===== src/rxes_pkg.sv =====
// constants and types shared by the receive elastic store and signaling extractor
// Contract
// - two-frame circular store, separate write/read pointers
// - store full: slip at frame boundary, delete frame
// - store empty: slip at frame boundary, repeat frame
// - line-timed backplane: store may be bypassed
// - bypass: compare external rate tick, count slips
// - superframe position travels with stored frames
// - idle code replaces all channels while out of frame
// - idle code resets to all ones
// - extract E1, SF, ESF, loop-carrier signaling, channel aligned
// - signaling repeated for the whole superframe
// - ESF/E1: ABCD in output bits one to four, upper four bits zero
// - SF and loop-carrier: ABAB pattern per channel
// - three superframes of signaling storage, frozen after a slip, not on oof
// - debounce: new state needs two equal superframes
// - slip freezes signaling for that superframe
// - per-timeslot fixing, inversion and debounce controls
// - per-channel signaling change indication with channel
package rxes_pkg;
	typedef enum logic [1:0] {FMT_SF, FMT_ESF, FMT_SLC, FMT_E1} rxes_fmt_e;
	localparam int NCH = 32;
	localparam int TS_W = 5;
	localparam int LVL_W = 7;
	localparam logic [5:0] T1_FLEN = 6'h18;
	localparam logic [5:0] E1_FLEN = 6'h20;
	localparam logic [4:0] T1_FNUM_FIRST = 5'h01;
	localparam logic [4:0] E1_FNUM_FIRST = 5'h00;
	localparam logic [4:0] FR_SIG_A = 5'h06;
	localparam logic [4:0] FR_SIG_B = 5'h0c;
	localparam logic [4:0] FR_SIG_C = 5'h12;
	localparam logic [4:0] FR_SIG_D = 5'h18;
	localparam logic [4:0] E1_SIG_TS = 5'h10;
	localparam logic [4:0] E1_SIG_HALF = 5'h10;
	localparam logic [7:0] IDLE_RST = 8'hff;
	localparam logic [LVL_W-1:0] LVL_RST = 7'h00;
	localparam logic [3:0] SIG_UPPER = 4'h0;
endpackage


===== src/rxes_top.sv =====
// receive elastic store with signaling extraction toward the backplane
`timescale 1ns/1ps
module rxes_top #(
	parameter int SLIP_CW = 16
) (
	input wire logic clk,
	input wire logic rst_n,
	input wire rxes_pkg::rxes_fmt_e fmt,
	input wire logic bypass,
	input wire logic idle_en,
	input wire logic oof,
	input wire logic idle_code_wr,
	input wire logic [7:0] idle_code_in,
	input wire logic [31:0] dbnc_en,
	input wire logic [31:0] fix_en,
	input wire logic [3:0] fix_val,
	input wire logic [31:0] inv_en,
	input wire logic in_valid,
	output logic in_ready_q,
	input wire logic [7:0] in_byte,
	input wire logic [4:0] in_ts,
	input wire logic [4:0] in_fnum,
	input wire logic ext_tick,
	input wire logic out_ready,
	output logic out_valid_q,
	output logic [7:0] out_pcm_q,
	output logic [7:0] out_sig_q,
	output logic [4:0] out_ts_q,
	output logic slip_q,
	output logic slip_del_q,
	output logic [4:0] slip_fnum_q,
	output logic [SLIP_CW-1:0] slip_count_q,
	output logic sig_chg_q,
	output logic [4:0] sig_chg_ch_q
);
	if (SLIP_CW < 4)
	begin : g_bad_cw
		$error("slip counter too narrow");
	end

	function automatic logic [5:0] first_set(input logic [31:0] v);
		logic [5:0] r;
		r = 6'h00;
		for (int i = 31; i >= 0; i--)
			if (v[i])
				r = {1'b1, 5'(i)};
		return r;
	endfunction

	logic [7:0] mem_q [2*rxes_pkg::NCH];
	logic [4:0] tag_q [2];
	logic [7:0] idle_code_q;
	logic wr_slot_q, rd_slot_q, full_seen_q, empty_seen_q;
	logic [4:0] rd_ts_q;
	logic [rxes_pkg::LVL_W-1:0] lvl_q, lvl_d;
	logic tick_s1_q, tick_s2_q, tick_s3_q;
	logic [1:0] cnt_q, cnt_d;
	logic [7:0] e1_pcm_q, e1_sig_q;
	logic [4:0] e1_ts_q;
	logic slip_in_sf_q;
	logic [31:0] chg_pend_q;
	logic [3:0] sig_out [rxes_pkg::NCH];
	wire logic [31:0] chg_set;

	wire e1_mode = fmt == rxes_pkg::FMT_E1;
	wire dup_ab = fmt == rxes_pkg::FMT_SF || fmt == rxes_pkg::FMT_SLC;
	wire [5:0] flen = e1_mode ? rxes_pkg::E1_FLEN : rxes_pkg::T1_FLEN;
	wire [4:0] last_ts = 5'(flen - 6'h01);
	wire [4:0] sf_first = e1_mode ? rxes_pkg::E1_FNUM_FIRST : rxes_pkg::T1_FNUM_FIRST;
	wire wr_fire = in_valid && in_ready_q;
	wire store_wr = wr_fire && !bypass;
	wire [7:0] wr_data = (idle_en && oof) ? idle_code_q : in_byte;
	wire [5:0] wr_addr = {wr_slot_q, in_ts};
	wire [5:0] rd_addr = {rd_slot_q, rd_ts_q};
	wire tick_rise = tick_s2_q && !tick_s3_q;
	wire pop = out_valid_q && out_ready;
	wire push_ok = cnt_q != 2'h2 || pop;
	wire push = bypass ? wr_fire : push_ok;
	wire rd_adv = bypass ? tick_rise : push;
	wire rd_last = rd_adv && rd_ts_q == last_ts;
	wire slip_del = rd_last && full_seen_q;
	wire slip_rep = rd_last && empty_seen_q && !full_seen_q;
	wire [7:0] rd_byte = bypass ? wr_data : mem_q[rd_addr];
	wire [4:0] rd_ts = bypass ? in_ts : rd_ts_q;
	wire [4:0] rd_fnum = bypass ? in_fnum : tag_q[rd_slot_q];
	wire sf_bnd = push && rd_ts == 5'h00 && rd_fnum == sf_first;
	wire [3:0] sig_sel = fix_en[rd_ts] ? fix_val : sig_out[rd_ts];
	wire [3:0] sig_nib = dup_ab ? {sig_sel[3:2], sig_sel[3:2]} : sig_sel;
	wire [7:0] push_sig = {rxes_pkg::SIG_UPPER, sig_nib};
	wire [7:0] push_pcm = inv_en[rd_ts] ? ~rd_byte : rd_byte;
	wire [5:0] chg_pick = first_set(chg_pend_q);

	always_comb
	begin
		int l;
		l = int'(lvl_q) + (store_wr ? 1 : 0) - (rd_adv ? 1 : 0);
		if (bypass)
			l = int'(lvl_q) + (wr_fire ? 1 : 0) - (rd_adv ? 1 : 0);
		if (slip_rep)
			l = l + int'(flen);
		if (slip_del)
			l = l - int'(flen);
		if (l < 0)
			l = 0;
		if (l > 2 * int'(flen))
			l = 2 * int'(flen);
		lvl_d = rxes_pkg::LVL_W'(l);
	end

	always_comb
	begin
		cnt_d = cnt_q;
		if (push && !pop)
			cnt_d = cnt_q + 2'h1;
		else if (pop && !push)
			cnt_d = cnt_q - 2'h1;
	end

	always_ff @(posedge clk)
	begin
		if (store_wr)
			mem_q[wr_addr] <= wr_data;
	end

	always_ff @(posedge clk or negedge rst_n)
	begin
		if (!rst_n)
		begin
			tick_s1_q <= 1'b0;
			tick_s2_q <= 1'b0;
			tick_s3_q <= 1'b0;
			idle_code_q <= rxes_pkg::IDLE_RST;
			wr_slot_q <= 1'b0;
			tag_q[0] <= 5'h00;
			tag_q[1] <= 5'h00;
		end
		else
		begin
			tick_s1_q <= ext_tick;
			tick_s2_q <= tick_s1_q;
			tick_s3_q <= tick_s2_q;
			if (idle_code_wr)
				idle_code_q <= idle_code_in;
			if (store_wr && in_ts == 5'h00)
				tag_q[wr_slot_q] <= in_fnum;
			if (store_wr && in_ts == last_ts)
				wr_slot_q <= !wr_slot_q;
		end
	end

	// full and empty are remembered until the read side reaches a frame edge,
	// so a slip never cuts a frame in half
	always_ff @(posedge clk or negedge rst_n)
	begin
		if (!rst_n)
		begin
			rd_slot_q <= 1'b0;
			rd_ts_q <= 5'h00;
			lvl_q <= rxes_pkg::LVL_RST;
			full_seen_q <= 1'b0;
			empty_seen_q <= 1'b0;
			slip_q <= 1'b0;
			slip_del_q <= 1'b0;
			slip_fnum_q <= 5'h00;
			slip_count_q <= '0;
		end
		else
		begin
			lvl_q <= lvl_d;
			if (rd_adv)
				rd_ts_q <= rd_last ? 5'h00 : rd_ts_q + 5'h01;
			if (rd_last && !slip_del && !slip_rep)
				rd_slot_q <= !rd_slot_q;
			full_seen_q <= (full_seen_q && !rd_last) || (wr_fire && lvl_q == 7'(2 * flen));
			empty_seen_q <= (empty_seen_q && !rd_last) || (rd_adv && lvl_q == rxes_pkg::LVL_RST);
			slip_q <= slip_del || slip_rep;
			slip_del_q <= slip_del;
			if (slip_del || slip_rep)
			begin
				slip_fnum_q <= rd_fnum;
				slip_count_q <= slip_count_q + 1'b1;
			end
		end
	end

	always_ff @(posedge clk or negedge rst_n)
	begin
		if (!rst_n)
		begin
			cnt_q <= 2'h0;
			out_valid_q <= 1'b0;
			in_ready_q <= 1'b0;
			e1_pcm_q <= 8'h00;
			e1_sig_q <= 8'h00;
			e1_ts_q <= 5'h00;
			out_pcm_q <= 8'h00;
			out_sig_q <= 8'h00;
			out_ts_q <= 5'h00;
		end
		else
		begin
			cnt_q <= cnt_d;
			out_valid_q <= cnt_d != 2'h0;
			in_ready_q <= !bypass || cnt_d == 2'h0;
			if (push && ((cnt_q == 2'h1 && !pop) || (cnt_q == 2'h2 && pop)))
			begin
				e1_pcm_q <= push_pcm;
				e1_sig_q <= push_sig;
				e1_ts_q <= rd_ts;
			end
			if (push && (cnt_q == 2'h0 || (cnt_q == 2'h1 && pop)))
			begin
				out_pcm_q <= push_pcm;
				out_sig_q <= push_sig;
				out_ts_q <= rd_ts;
			end
			else if (pop && cnt_q == 2'h2)
			begin
				out_pcm_q <= e1_pcm_q;
				out_sig_q <= e1_sig_q;
				out_ts_q <= e1_ts_q;
			end
		end
	end

	genvar c;
	generate
		for (c = 0; c < rxes_pkg::NCH; c++)
		begin : g_ch
			logic [3:0] col_q, prev_q, out_q;
			wire t1_hit = !e1_mode && push && rd_ts == 5'(c);
			wire e1_hi = e1_mode && push && rd_ts == rxes_pkg::E1_SIG_TS && c > 0 && c < 16 && rd_fnum == 5'(c);
			wire e1_lo = e1_mode && push && rd_ts == rxes_pkg::E1_SIG_TS && c > 16
				&& rd_fnum == 5'(c) - rxes_pkg::E1_SIG_HALF;
			wire steady = col_q == prev_q;
			wire [3:0] nxt = (dbnc_en[c] && !steady) ? out_q : col_q;
			wire upd = sf_bnd && !slip_in_sf_q;
			assign sig_out[c] = out_q;
			assign chg_set[c] = upd && nxt != out_q;
			always_ff @(posedge clk or negedge rst_n)
			begin
				if (!rst_n)
				begin
					col_q <= 4'h0;
					prev_q <= 4'h0;
					out_q <= 4'h0;
				end
				else
				begin
					if (t1_hit && rd_fnum == rxes_pkg::FR_SIG_A)
						col_q[3] <= rd_byte[0];
					if (t1_hit && rd_fnum == rxes_pkg::FR_SIG_B)
						col_q[2] <= rd_byte[0];
					if (t1_hit && rd_fnum == rxes_pkg::FR_SIG_C)
						col_q[1] <= rd_byte[0];
					if (t1_hit && rd_fnum == rxes_pkg::FR_SIG_D)
						col_q[0] <= rd_byte[0];
					if (e1_hi)
						col_q <= rd_byte[7:4];
					if (e1_lo)
						col_q <= rd_byte[3:0];
					if (sf_bnd)
						prev_q <= col_q;
					if (upd)
						out_q <= nxt;
				end
			end
		end
	endgenerate

	// a new change wins over the clear of the one being reported
	always_ff @(posedge clk or negedge rst_n)
	begin
		if (!rst_n)
		begin
			slip_in_sf_q <= 1'b0;
			chg_pend_q <= 32'h0;
			sig_chg_q <= 1'b0;
			sig_chg_ch_q <= 5'h00;
		end
		else
		begin
			slip_in_sf_q <= slip_q || (slip_in_sf_q && !sf_bnd);
			sig_chg_q <= chg_pick[5];
			sig_chg_ch_q <= chg_pick[4:0];
			chg_pend_q <= (chg_pend_q & ~(chg_pick[5] ? (32'h1 << chg_pick[4:0]) : 32'h0)) | chg_set;
		end
	end

	logic idle_wr_seen_q;
	always_ff @(posedge clk or negedge rst_n)
	begin
		if (!rst_n)
			idle_wr_seen_q <= 1'b0;
		else if (idle_code_wr)
			idle_wr_seen_q <= 1'b1;
	end

	chk_idle_reset: assert property (@(posedge clk) disable iff (!rst_n)
		!idle_wr_seen_q |-> idle_code_q == rxes_pkg::IDLE_RST) else $error("idle code not all ones");
	chk_idle_subst: assert property (@(posedge clk) disable iff (!rst_n)
		store_wr && idle_en && oof && !idle_code_wr |=> mem_q[$past(wr_addr)] == idle_code_q)
		else $error("idle code not stored");
	chk_slip_delete: assert property (@(posedge clk) disable iff (!rst_n)
		slip_del |=> slip_q && slip_del_q && rd_slot_q == $past(rd_slot_q)) else $error("delete slip wrong");
	chk_slip_repeat: assert property (@(posedge clk) disable iff (!rst_n)
		rd_last && empty_seen_q && !full_seen_q |=> slip_q && !slip_del_q) else $error("repeat slip wrong");
	chk_slip_count: assert property (@(posedge clk) disable iff (!rst_n)
		slip_q |-> slip_count_q == $past(slip_count_q) + 1'b1) else $error("slip not counted");
	chk_store_ready: assert property (@(posedge clk) disable iff (!rst_n)
		!bypass && $past(!bypass) && $past(rst_n) |-> in_ready_q) else $error("store refused line data");
	chk_freeze_sf: assert property (@(posedge clk) disable iff (!rst_n)
		sf_bnd && slip_in_sf_q |=> g_ch[1].out_q == $past(g_ch[1].out_q)) else $error("signaling not frozen");
	chk_debounce_hold: assert property (@(posedge clk) disable iff (!rst_n)
		sf_bnd && dbnc_en[1] && g_ch[1].col_q != g_ch[1].prev_q |=> $stable(g_ch[1].out_q))
		else $error("debounce let change through");
	chk_sig_upper: assert property (@(posedge clk) disable iff (!rst_n)
		out_valid_q |-> out_sig_q[7:4] == rxes_pkg::SIG_UPPER) else $error("signaling bits misplaced");
	chk_chg_report: assert property (@(posedge clk) disable iff (!rst_n)
		chg_set != 32'h0 |-> ##[1:40] sig_chg_q) else $error("change not reported");

	cov_slip_delete: cover property (@(posedge clk) disable iff (!rst_n) slip_q && slip_del_q);
	cov_slip_repeat: cover property (@(posedge clk) disable iff (!rst_n) slip_q && !slip_del_q);
	cov_sig_change: cover property (@(posedge clk) disable iff (!rst_n) sig_chg_q);
	cov_stall_full: cover property (@(posedge clk) disable iff (!rst_n) cnt_q == 2'h2 && !out_ready);
endmodule


===== config.mk =====
export PLATFORM = sky130hd
export DESIGN_NAME = rxes_top
export DESIGN_NICKNAME = d
export VERILOG_FILES = /design/src/rxes_pkg.sv /design/src/rxes_top.sv
export SDC_FILE = /design/constraint.sdc
export NUM_CORES = 2
export LEC_CHECK = 0
export BUFFER_PORTS_ARGS = -buffer_cell sky130_fd_sc_hd__buf_2
export CORE_MARGIN = 2
export CORE_UTILIZATION = 45
export CTS_BUF_LIST = sky130_fd_sc_hd__clkbuf_4
export DETAILED_ROUTE_END_ITERATION = 10
export PLACE_DENSITY = 0.58
export SLEW_MARGIN = 20
export SYNTH_ARGS = -nofsm -noshare
export SYNTH_HDL_FRONTEND = slang
export SYNTH_SLANG_ARGS = --single-unit

===== constraint.sdc =====
create_clock -name clk -period 7.18 [get_ports clk]
set_clock_uncertainty 0.1 [all_clocks]
set_input_delay 0.359 -clock clk [delete_from_list [all_inputs] [get_ports clk]]
set_output_delay 0.359 -clock clk [all_outputs]
set_load 0.05 [all_outputs]

# Yosys cells after proc, flatten, opt, wreduce, memory -nomap -nowiden
# Memories as Yosys holds them, arrays and structs flattened.
# Cells that the tools add are included.
[op_classes]
n_shift = 1
eq_ne = 121
n_bitwise = 7
div_mod_pow = 0
mul = 0
addsub = 11
order_cmp = 7
n_mux = 258
reduce_logical = 453
[op_table]
columns = ["operator", "count"]
rows = [
  ["$logic_and A1 B1 Y1", 271],
  ["$mux W4", 65],
  ["$reduce_bool A2 Y1", 122],
  ["$mux W6", 33],
  ["$mux W32", 5],
  ["$mux W1", 130],
  ["$eq A4 B4 Y1", 32],
  ["$ne A4 B4 Y1", 32],
  ["$eq A5 B5 Y1 const B", 18],
  ["$eq A5 B4 Y1 const B", 16],
  ["$mux W8", 7],
  ["$logic_not A1 Y1", 45],
  ["$mux W5", 9],
  ["$eq A5 B3 Y1 const B", 8],
  ["$add A32 B7 Y32", 1],
  ["$and A32 B32 Y32", 1],
  ["$gt A32 B8 Y1", 1],
  ["$lt A32 B1 Y1 const B", 1],
  ["$not A32 Y32", 1],
  ["$or A32 B32 Y32", 1],
  ["$shl A1 B5 Y32 const A", 1],
  ["$sub A32 B7 Y32", 1],
  ["$sub A9 B32 Y32", 1],
  ["$bmux W4 S5", 1],
  ["other kinds (31)", 55],
]
[totals]
romBits = 0
memories = 1
ff_bits = 525
latchBits = 0
ram_bits = 512
elab_cells = 1080
[mem_list]
columns = ["memory", "depth", "word_bits", "read_ports", "rd_ports_with_merged_regs", "write_ports", "line_no", "text"]
rows = [
  ["mem_q", 64, 8, 1, 0, 1, "rxes_top.sv:50", "logic [7:0] mem_q [2*rxes_pkg::NCH];"],
]

# Longest topological paths before layout
[depth]
depth_word = 37
ltp_mapped = 33

# Worst setup path after synthesis
# OpenSTA, ideal clock, no wires.
[synth_path]
path_type = "in2reg"
startpoint = "input bypass"
endpoint = "register lvl_q[6] (netlist bit)"
t_arrival_ns = 6.551
path_stages = 29
setup_ns = 0.125
path_slack_ns = 0.404
required_ns = 6.955
n_path_buf = 7
path_cell_list = "buf_4 > buf_4 > buf_4 > buf_2 > buf_4 > buf_2 > buf_2 > a21oi_1 > ha_1 > inv_1 > ha_1 > a211oi_1 > o21ai_0 > o211ai_1 > nand2_1 > ha_1 > inv_1 > fa_1 > mux2_2 > fa_1 > nor2b_1 > nor4_2 > a31o_2 > or2_2 > ha_1 > and3_1 > a41o_1 > nand3_2 > mux2_4"
[synth_between]
elab_chain_cells = 14
elab_cells_between_ends = 22
classes_between = "add/sub: 5; order compare: 2; mux: 9; reduce/logical: 6"
[synth_lines]
columns = ["element", "line_no", "text"]
rows = [
  ["start: declaration", "rxes_top.sv:9", "input wire logic bypass,"],
  ["$logic_not A1 Y1", "rxes_top.sv:71", "wire store_wr = wr_fire && !bypass;"],
  ["$logic_and A1 B1 Y1", "rxes_top.sv:71", ""],
  ["$mux W1", "rxes_top.sv:96", "l = int'(lvl_q) + (store_wr ? 1 : 0) - (rd_adv ? 1 : 0);"],
  ["$add A7 B1 Y8", "rxes_top.sv:96", ""],
  ["$sub A9 B32 Y32", "rxes_top.sv:96", ""],
  ["$mux W32", "rxes_top.sv:97", "if (bypass)"],
  ["$add A32 B7 Y32", "rxes_top.sv:100", "l = l + int'(flen);"],
  ["$mux W32", "rxes_top.sv:99", "if (slip_rep)"],
  ["$sub A32 B7 Y32", "rxes_top.sv:102", "l = l - int'(flen);"],
  ["$mux W32 *", "rxes_top.sv:101", "if (slip_del)"],
  ["$lt A32 B1 Y1", "rxes_top.sv:103", "if (l < 0)"],
  ["$mux W32 *", "rxes_top.sv:103", ""],
  ["$gt A32 B8 Y1", "rxes_top.sv:105", "if (l > 2 * int'(flen))"],
  ["$mux W7 *", "rxes_top.sv:105", ""],
  ["via lvl_d, one bit", "rxes_top.sv:55", "logic [rxes_pkg::LVL_W-1:0] lvl_q, lvl_d;"],
  ["end signal: assignment", "rxes_top.sv:159", "lvl_q <= rxes_pkg::LVL_RST;"],
  ["end signal: assignment", "rxes_top.sv:169", "lvl_q <= lvl_d;"],
  ["end: declaration", "rxes_top.sv:55", ""],
]
# Mark *: on every way through the listed nets, which the timed path passes. The rest lies on a longest branch.
# A chain may end at the register's enable or synchronous reset.

# Final worst setup path
[layout_path]
startpoint = "register cnt_q[0]"
endpoint = "register lvl_q[6] (netlist bit)"
[layout_between]
elab_chain_cells = 15
elab_cells_between_ends = 20
classes_between = "add/sub: 4; order compare: 2; eq/ne: 1; mux: 8; reduce/logical: 5"
[layout_lines]
columns = ["element", "line_no", "text"]
rows = [
  ["start: declaration", "rxes_top.sv:57", "logic [1:0] cnt_q, cnt_d;"],
  ["start signal: assignment", "rxes_top.sv:202", "cnt_q <= cnt_d;"],
  ["$ne A2 B2 Y1 *", "rxes_top.sv:77", "wire push_ok = cnt_q != 2'h2 || pop;"],
  ["$logic_or A1 B1 Y1 *", "rxes_top.sv:77", ""],
  ["$mux W1 *", "rxes_top.sv:78", "wire push = bypass ? wr_fire : push_ok;"],
  ["$mux W1 *", "rxes_top.sv:79", "wire rd_adv = bypass ? tick_rise : push;"],
  ["$mux W1", "rxes_top.sv:96, rxes_top.sv:98", ""],
  ["$sub A9 B32 Y32 or $sub A8 B1 Y9 (tied branches)", "rxes_top.sv:96, rxes_top.sv:98", ""],
  ["$mux W32", "rxes_top.sv:97", ""],
  ["$add A32 B7 Y32", "rxes_top.sv:100", ""],
  ["$mux W32", "rxes_top.sv:99", ""],
  ["$sub A32 B7 Y32", "rxes_top.sv:102", ""],
  ["$mux W32 *", "rxes_top.sv:101", ""],
  ["$lt A32 B1 Y1", "rxes_top.sv:103", ""],
  ["$mux W32 *", "rxes_top.sv:103", ""],
  ["$gt A32 B8 Y1", "rxes_top.sv:105", ""],
  ["$mux W7 *", "rxes_top.sv:105", ""],
  ["via lvl_d, one bit", "rxes_top.sv:55", ""],
]
# Marked as above.

==> key figures <==
Clock network
  • Max H-tree Level: 5
  • Post-CTS setup buffer count: 0
  • Clk Latency, worst-skew pair: 1.21 ns
  • Clock Path Buffers: 4
  • Clock Sinks: 1033
  • Clock transition at the registers of the reported paths: 0.06 ns
  • Root Driver: clkbuf_4
  • CTS tree: yes
  • CTS buffer count: 302

Power and ir drop
  • Sequential share of power: 37.5%
  • Sw Share: 38.3%
  • Int Power: 11500 uW
  • Pwr dens: 334 nW/um^2
  • Logic gate share of total power: 34.5%
  • Leak: 0.0245 uW
  • Net Switching: 7170 uW
  • Peak supply drop: 0.252 mV
  • Clock share of power: 28.0%

Timing
  • Period utilisation layout: 91.6%
  • Post-route setup TNS: 0 ns
  • Tmin final: 6.58 ns
  • Endpoints failing setup: 0
  • Hold Fails Final Rpt: 0
  • Unrepaired setup endpoints after global routing: false
  • Worst slew pin tran: 1.12 ns
  • Slew Limit Fails: 0
  • Fmax: 152 MHz
  • Max-slew headroom: 23.9%

Cells and area
  • Final core occ: 51.6%
  • Layout area overhead: 14.0%
  • Total Nets Final: 4386
  • Layout cell share with drive strength beyond 1: 23.8%

GRT
  • Initial antenna violation count: 8
  • GRT met3 Usage: 5.40%
  • First-pass GRT wire length: 209000 um
  • GR Overflow Total: 0
  • Busiest grt layer: met2
  • Gr usage total: 24.9%
  • GRT met2 Usage: 37.5%
  • Number of global-route vias before repair: 33187
  • Met1 Usage GRT: 36.3%
  • Largest net degree at the start of global routing: 162

Worst setup path
  • CP max stage cell: fa_1
  • Nature of the critical path endpoint: register
  • Most Frequent Cell on Critical Path: a21oi_1
  • Critical path's top delay family: adder cells
  • CP max FO: 13
  • CP startpoint kind: register
  • CP Buf/Inv Count: 3
  • Slowest cell delay on critical path: 0.48 ns
  • Worst EP required: 8.12 ns
  • Crit path kind: register to register
  • Arrival @ worst endpoint: 7.52 ns

Die
  • FP Rows: 121
  • Die height: 335 um
  • Starting density of the core: 45.3%
  • Die width: 335 um
  • Core Area: 109000 sq um
  • Full die area: 112000 sq um
  • IO Pins: 189

Run status
  • Status: finished, final reports clean

Hold path
  • Worst hold path type: input pin to register

Yosys
  • Post-synth top flop: dfrtp_1
  • Mapped cell area: 49200 sq um
  • EDFF count, synth: 512
  • Sequential area share after synthesis: 57.8%
  • Yosys reg bits: 1033
  • Average size of a mapped cell: 13.1 sq um
  • Mapped Cells: 3747
  • Async SR Flop Fraction: 50.4%
  • Netlist cell types: 95
  • Syn. warnings: 0

Drt
  • DR iter-0 viols: 2577
  • DRT Pass-1 Iters: 5
  • DR WL/cell: 23.9 um
  • Routed WL: 139000 um
  • Routed Antenna Nets: 0
  • Vias post-DR: 33115
  • Via density: 5.69
  • DRC errors left: 0

Run
  • Max-Cap Viols: 0

Place
  • I/O Buffers: 184
  • Dpl hpwl: 90800 um
  • Placer congestion estimate: 0.911
==> layer usage <==
metal / routed length, um / share of wire [%]
met2: 62100 / 45
met1: 64300 / 46
met3: 9710 / 7.0
met5: 50 / 0.036
met4: 2720 / 2.0
==> power groups by stage <==
stage	clock network, uW	registers [uW]	logic (uW)
2_1_floorplan	0	7210	4140
3_3_place_gp	0	7120	6290
3_5_place_dp	0	7120	6320
4_1_cts	5390	7010	6410
5_1_grt	5740	7060	6900
6_report	5240	7010	6450
==> logic make-up after synthesis <==
kind of cell / share of synthesized area, %
buffers and inverters: 2.52
AND/OR/NAND/NOR: 8.70
multiplexers: 17.6
XOR/XNOR: 5.34
AO/OA/AOI/OAI: 7.02
other: 0.00763
flip-flops: 57.8
adder cells (fa/ha/maj): 1.01
==> layout by cell type (no fill, tap or decap), types with 11 or more instances in the layout <==
cell,count
a211oi_1,21
a21o_1,18
a21oi_1,91
a311oi_1,31
a31oi_1,15
and3_1,56
buf_2,182
buf_4,54
clkbuf_4,426
clkinv_1,40
clkinv_2,14
dfrtp_1,511
dlygate4sd3_1,104
edfxtp_1,512
ha_1,34
inv_1,34
mux2_1,128
mux2_2,184
mux2i_1,319
mux4_2,77
nand2_1,417
nand2_2,14
nand2b_1,16
nand3_1,49
nand4_1,30
nor2_1,215
nor2_2,11
nor2b_1,13
nor3_1,16
nor4_1,29
o21ai_0,59
o21ai_1,24
o221ai_1,64
o22ai_1,54
o31ai_1,14
o41ai_1,46
or3_1,11
xnor2_1,94
xor2_1,204
==> registers in the layout, summed over array words and instances (netlist names), 7 cells and up <==
| signal | count |
|---|---|
| e1_pcm_q | 8 |
| out_pcm_q | 8 |
| idle_code_q | 8 |
| g_ch.col_q | 128 |
| g_ch.out_q | 128 |
| slip_count_q | 16 |
| g_ch.prev_q | 128 |
| tag_q | 10 |
| lvl_q | 7 |
| chg_pend_q | 32 |
| mem_q | 512 |
==> worst paths after layout <==
kind                       depth (start not counted)  slack (ns)                            end                 from
max                                               29        0.60             lvl_q[6]$_DFF_PN0_   cnt_q[0]$_DFF_PN0_
min                                                7         0.1        e1_pcm_q[6]$_DFFE_PN0P_           inv_en[14]
max reg2reg                                       29        0.60             lvl_q[6]$_DFF_PN0_   cnt_q[0]$_DFF_PN0_
min reg2reg                                        0        0.28            tick_s3_q$_DFF_PN0_  tick_s2_q$_DFF_PN0_
max in group asynchronous                          4        5.71  g_ch[11].out_q[1]$_DFFE_PN0P_                rst_n
min in group asynchronous                          4        0.30   slip_count_q[10]$_DFFE_PN0P_                rst_n
==> metrics by stage <==
step                hold WS (ns)  std cells  setup slack (ns)  total power [uW]  cell area, sq um
detailed placement         0.278       5216             0.441             13400             51400
finish                    0.0996       5815             0.600             18700             56000
CTS                      0.00556       5807             0.399             18800             56000
global route              0.0299       5814             0.128             19700             56000
floorplan                -0.0366       3750             0.404             11300             49200
global placement           0.260       5216             0.583             13400             51400
==> final cells by class <==
cell class                 count  area [sq um]
clock inverter                60           319
antenna                        8          20.0
multi-input combinational   2485         19600
inverter                      41           156
clock buffer                 426          3200
tap                         1414          1770
timing repair buffer         348          2520
fill                        9546         52500
sequential                  1033         28400
==> what timing repair did <==
action,CTS,global route
hold buffers,105,0
endpoints found under the setup margin,0,1
gates resized for setup,0,2
endpoints found under the hold margin,920,0
==> Yosys cell counts (9+ instances only) <==
| cell | count | area, sq um |
|---|---|---|
| nor2_1 | 218 | 818 |
| o21bai_1 | 10 | 75.1 |
| xor2_1 | 204 | 1790 |
| nor2_2 | 9 | 56.3 |
| nor2b_1 | 13 | 81.3 |
| a21o_1 | 18 | 135 |
| or3_1 | 11 | 68.8 |
| buf_1 | 11 | 41.3 |
| mux2i_1 | 321 | 3210 |
| and3_1 | 56 | 350 |
| buf_2 | 66 | 330 |
| nand2b_1 | 17 | 106 |
| xnor2_1 | 94 | 823 |
| a211oi_1 | 22 | 165 |
| o221ai_1 | 64 | 561 |
| dfrtp_1 | 513 | 12800 |
| buf_4 | 28 | 210 |
| a31oi_1 | 15 | 93.8 |
| nand2_1 | 417 | 1570 |
| nand4_1 | 30 | 188 |
| inv_1 | 37 | 139 |
| o21a_1 | 9 | 67.6 |
| nor4_1 | 29 | 181 |
| a21oi_1 | 91 | 455 |
| clkbuf_1 | 63 | 236 |
| mux4_2 | 77 | 1730 |
| o21ai_0 | 60 | 300 |
| mux2_1 | 128 | 1440 |
| o31ai_1 | 14 | 105 |
| ha_1 | 35 | 438 |
| o41ai_1 | 46 | 403 |
| o22ai_1 | 54 | 338 |
| o21ai_1 | 23 | 115 |
| nand3_1 | 50 | 250 |
| edfxtp_1 | 512 | 15400 |
| buf_6 | 21 | 236 |
| nand2_2 | 14 | 87.6 |
| nor3_1 | 18 | 90.1 |
| mux2_2 | 185 | 2080 |
| a311oi_1 | 31 | 272 |
==> tightest hold or removal path, delay by kind of cell <==
kind / cells / cell delay, ns
compound gates: 3 / 0.49
xor+xnor: 1 / 0.14
buf+inv: 1 / 0.07
simple gates: 2 / 0.30
(Power assumes the default switching activity.)
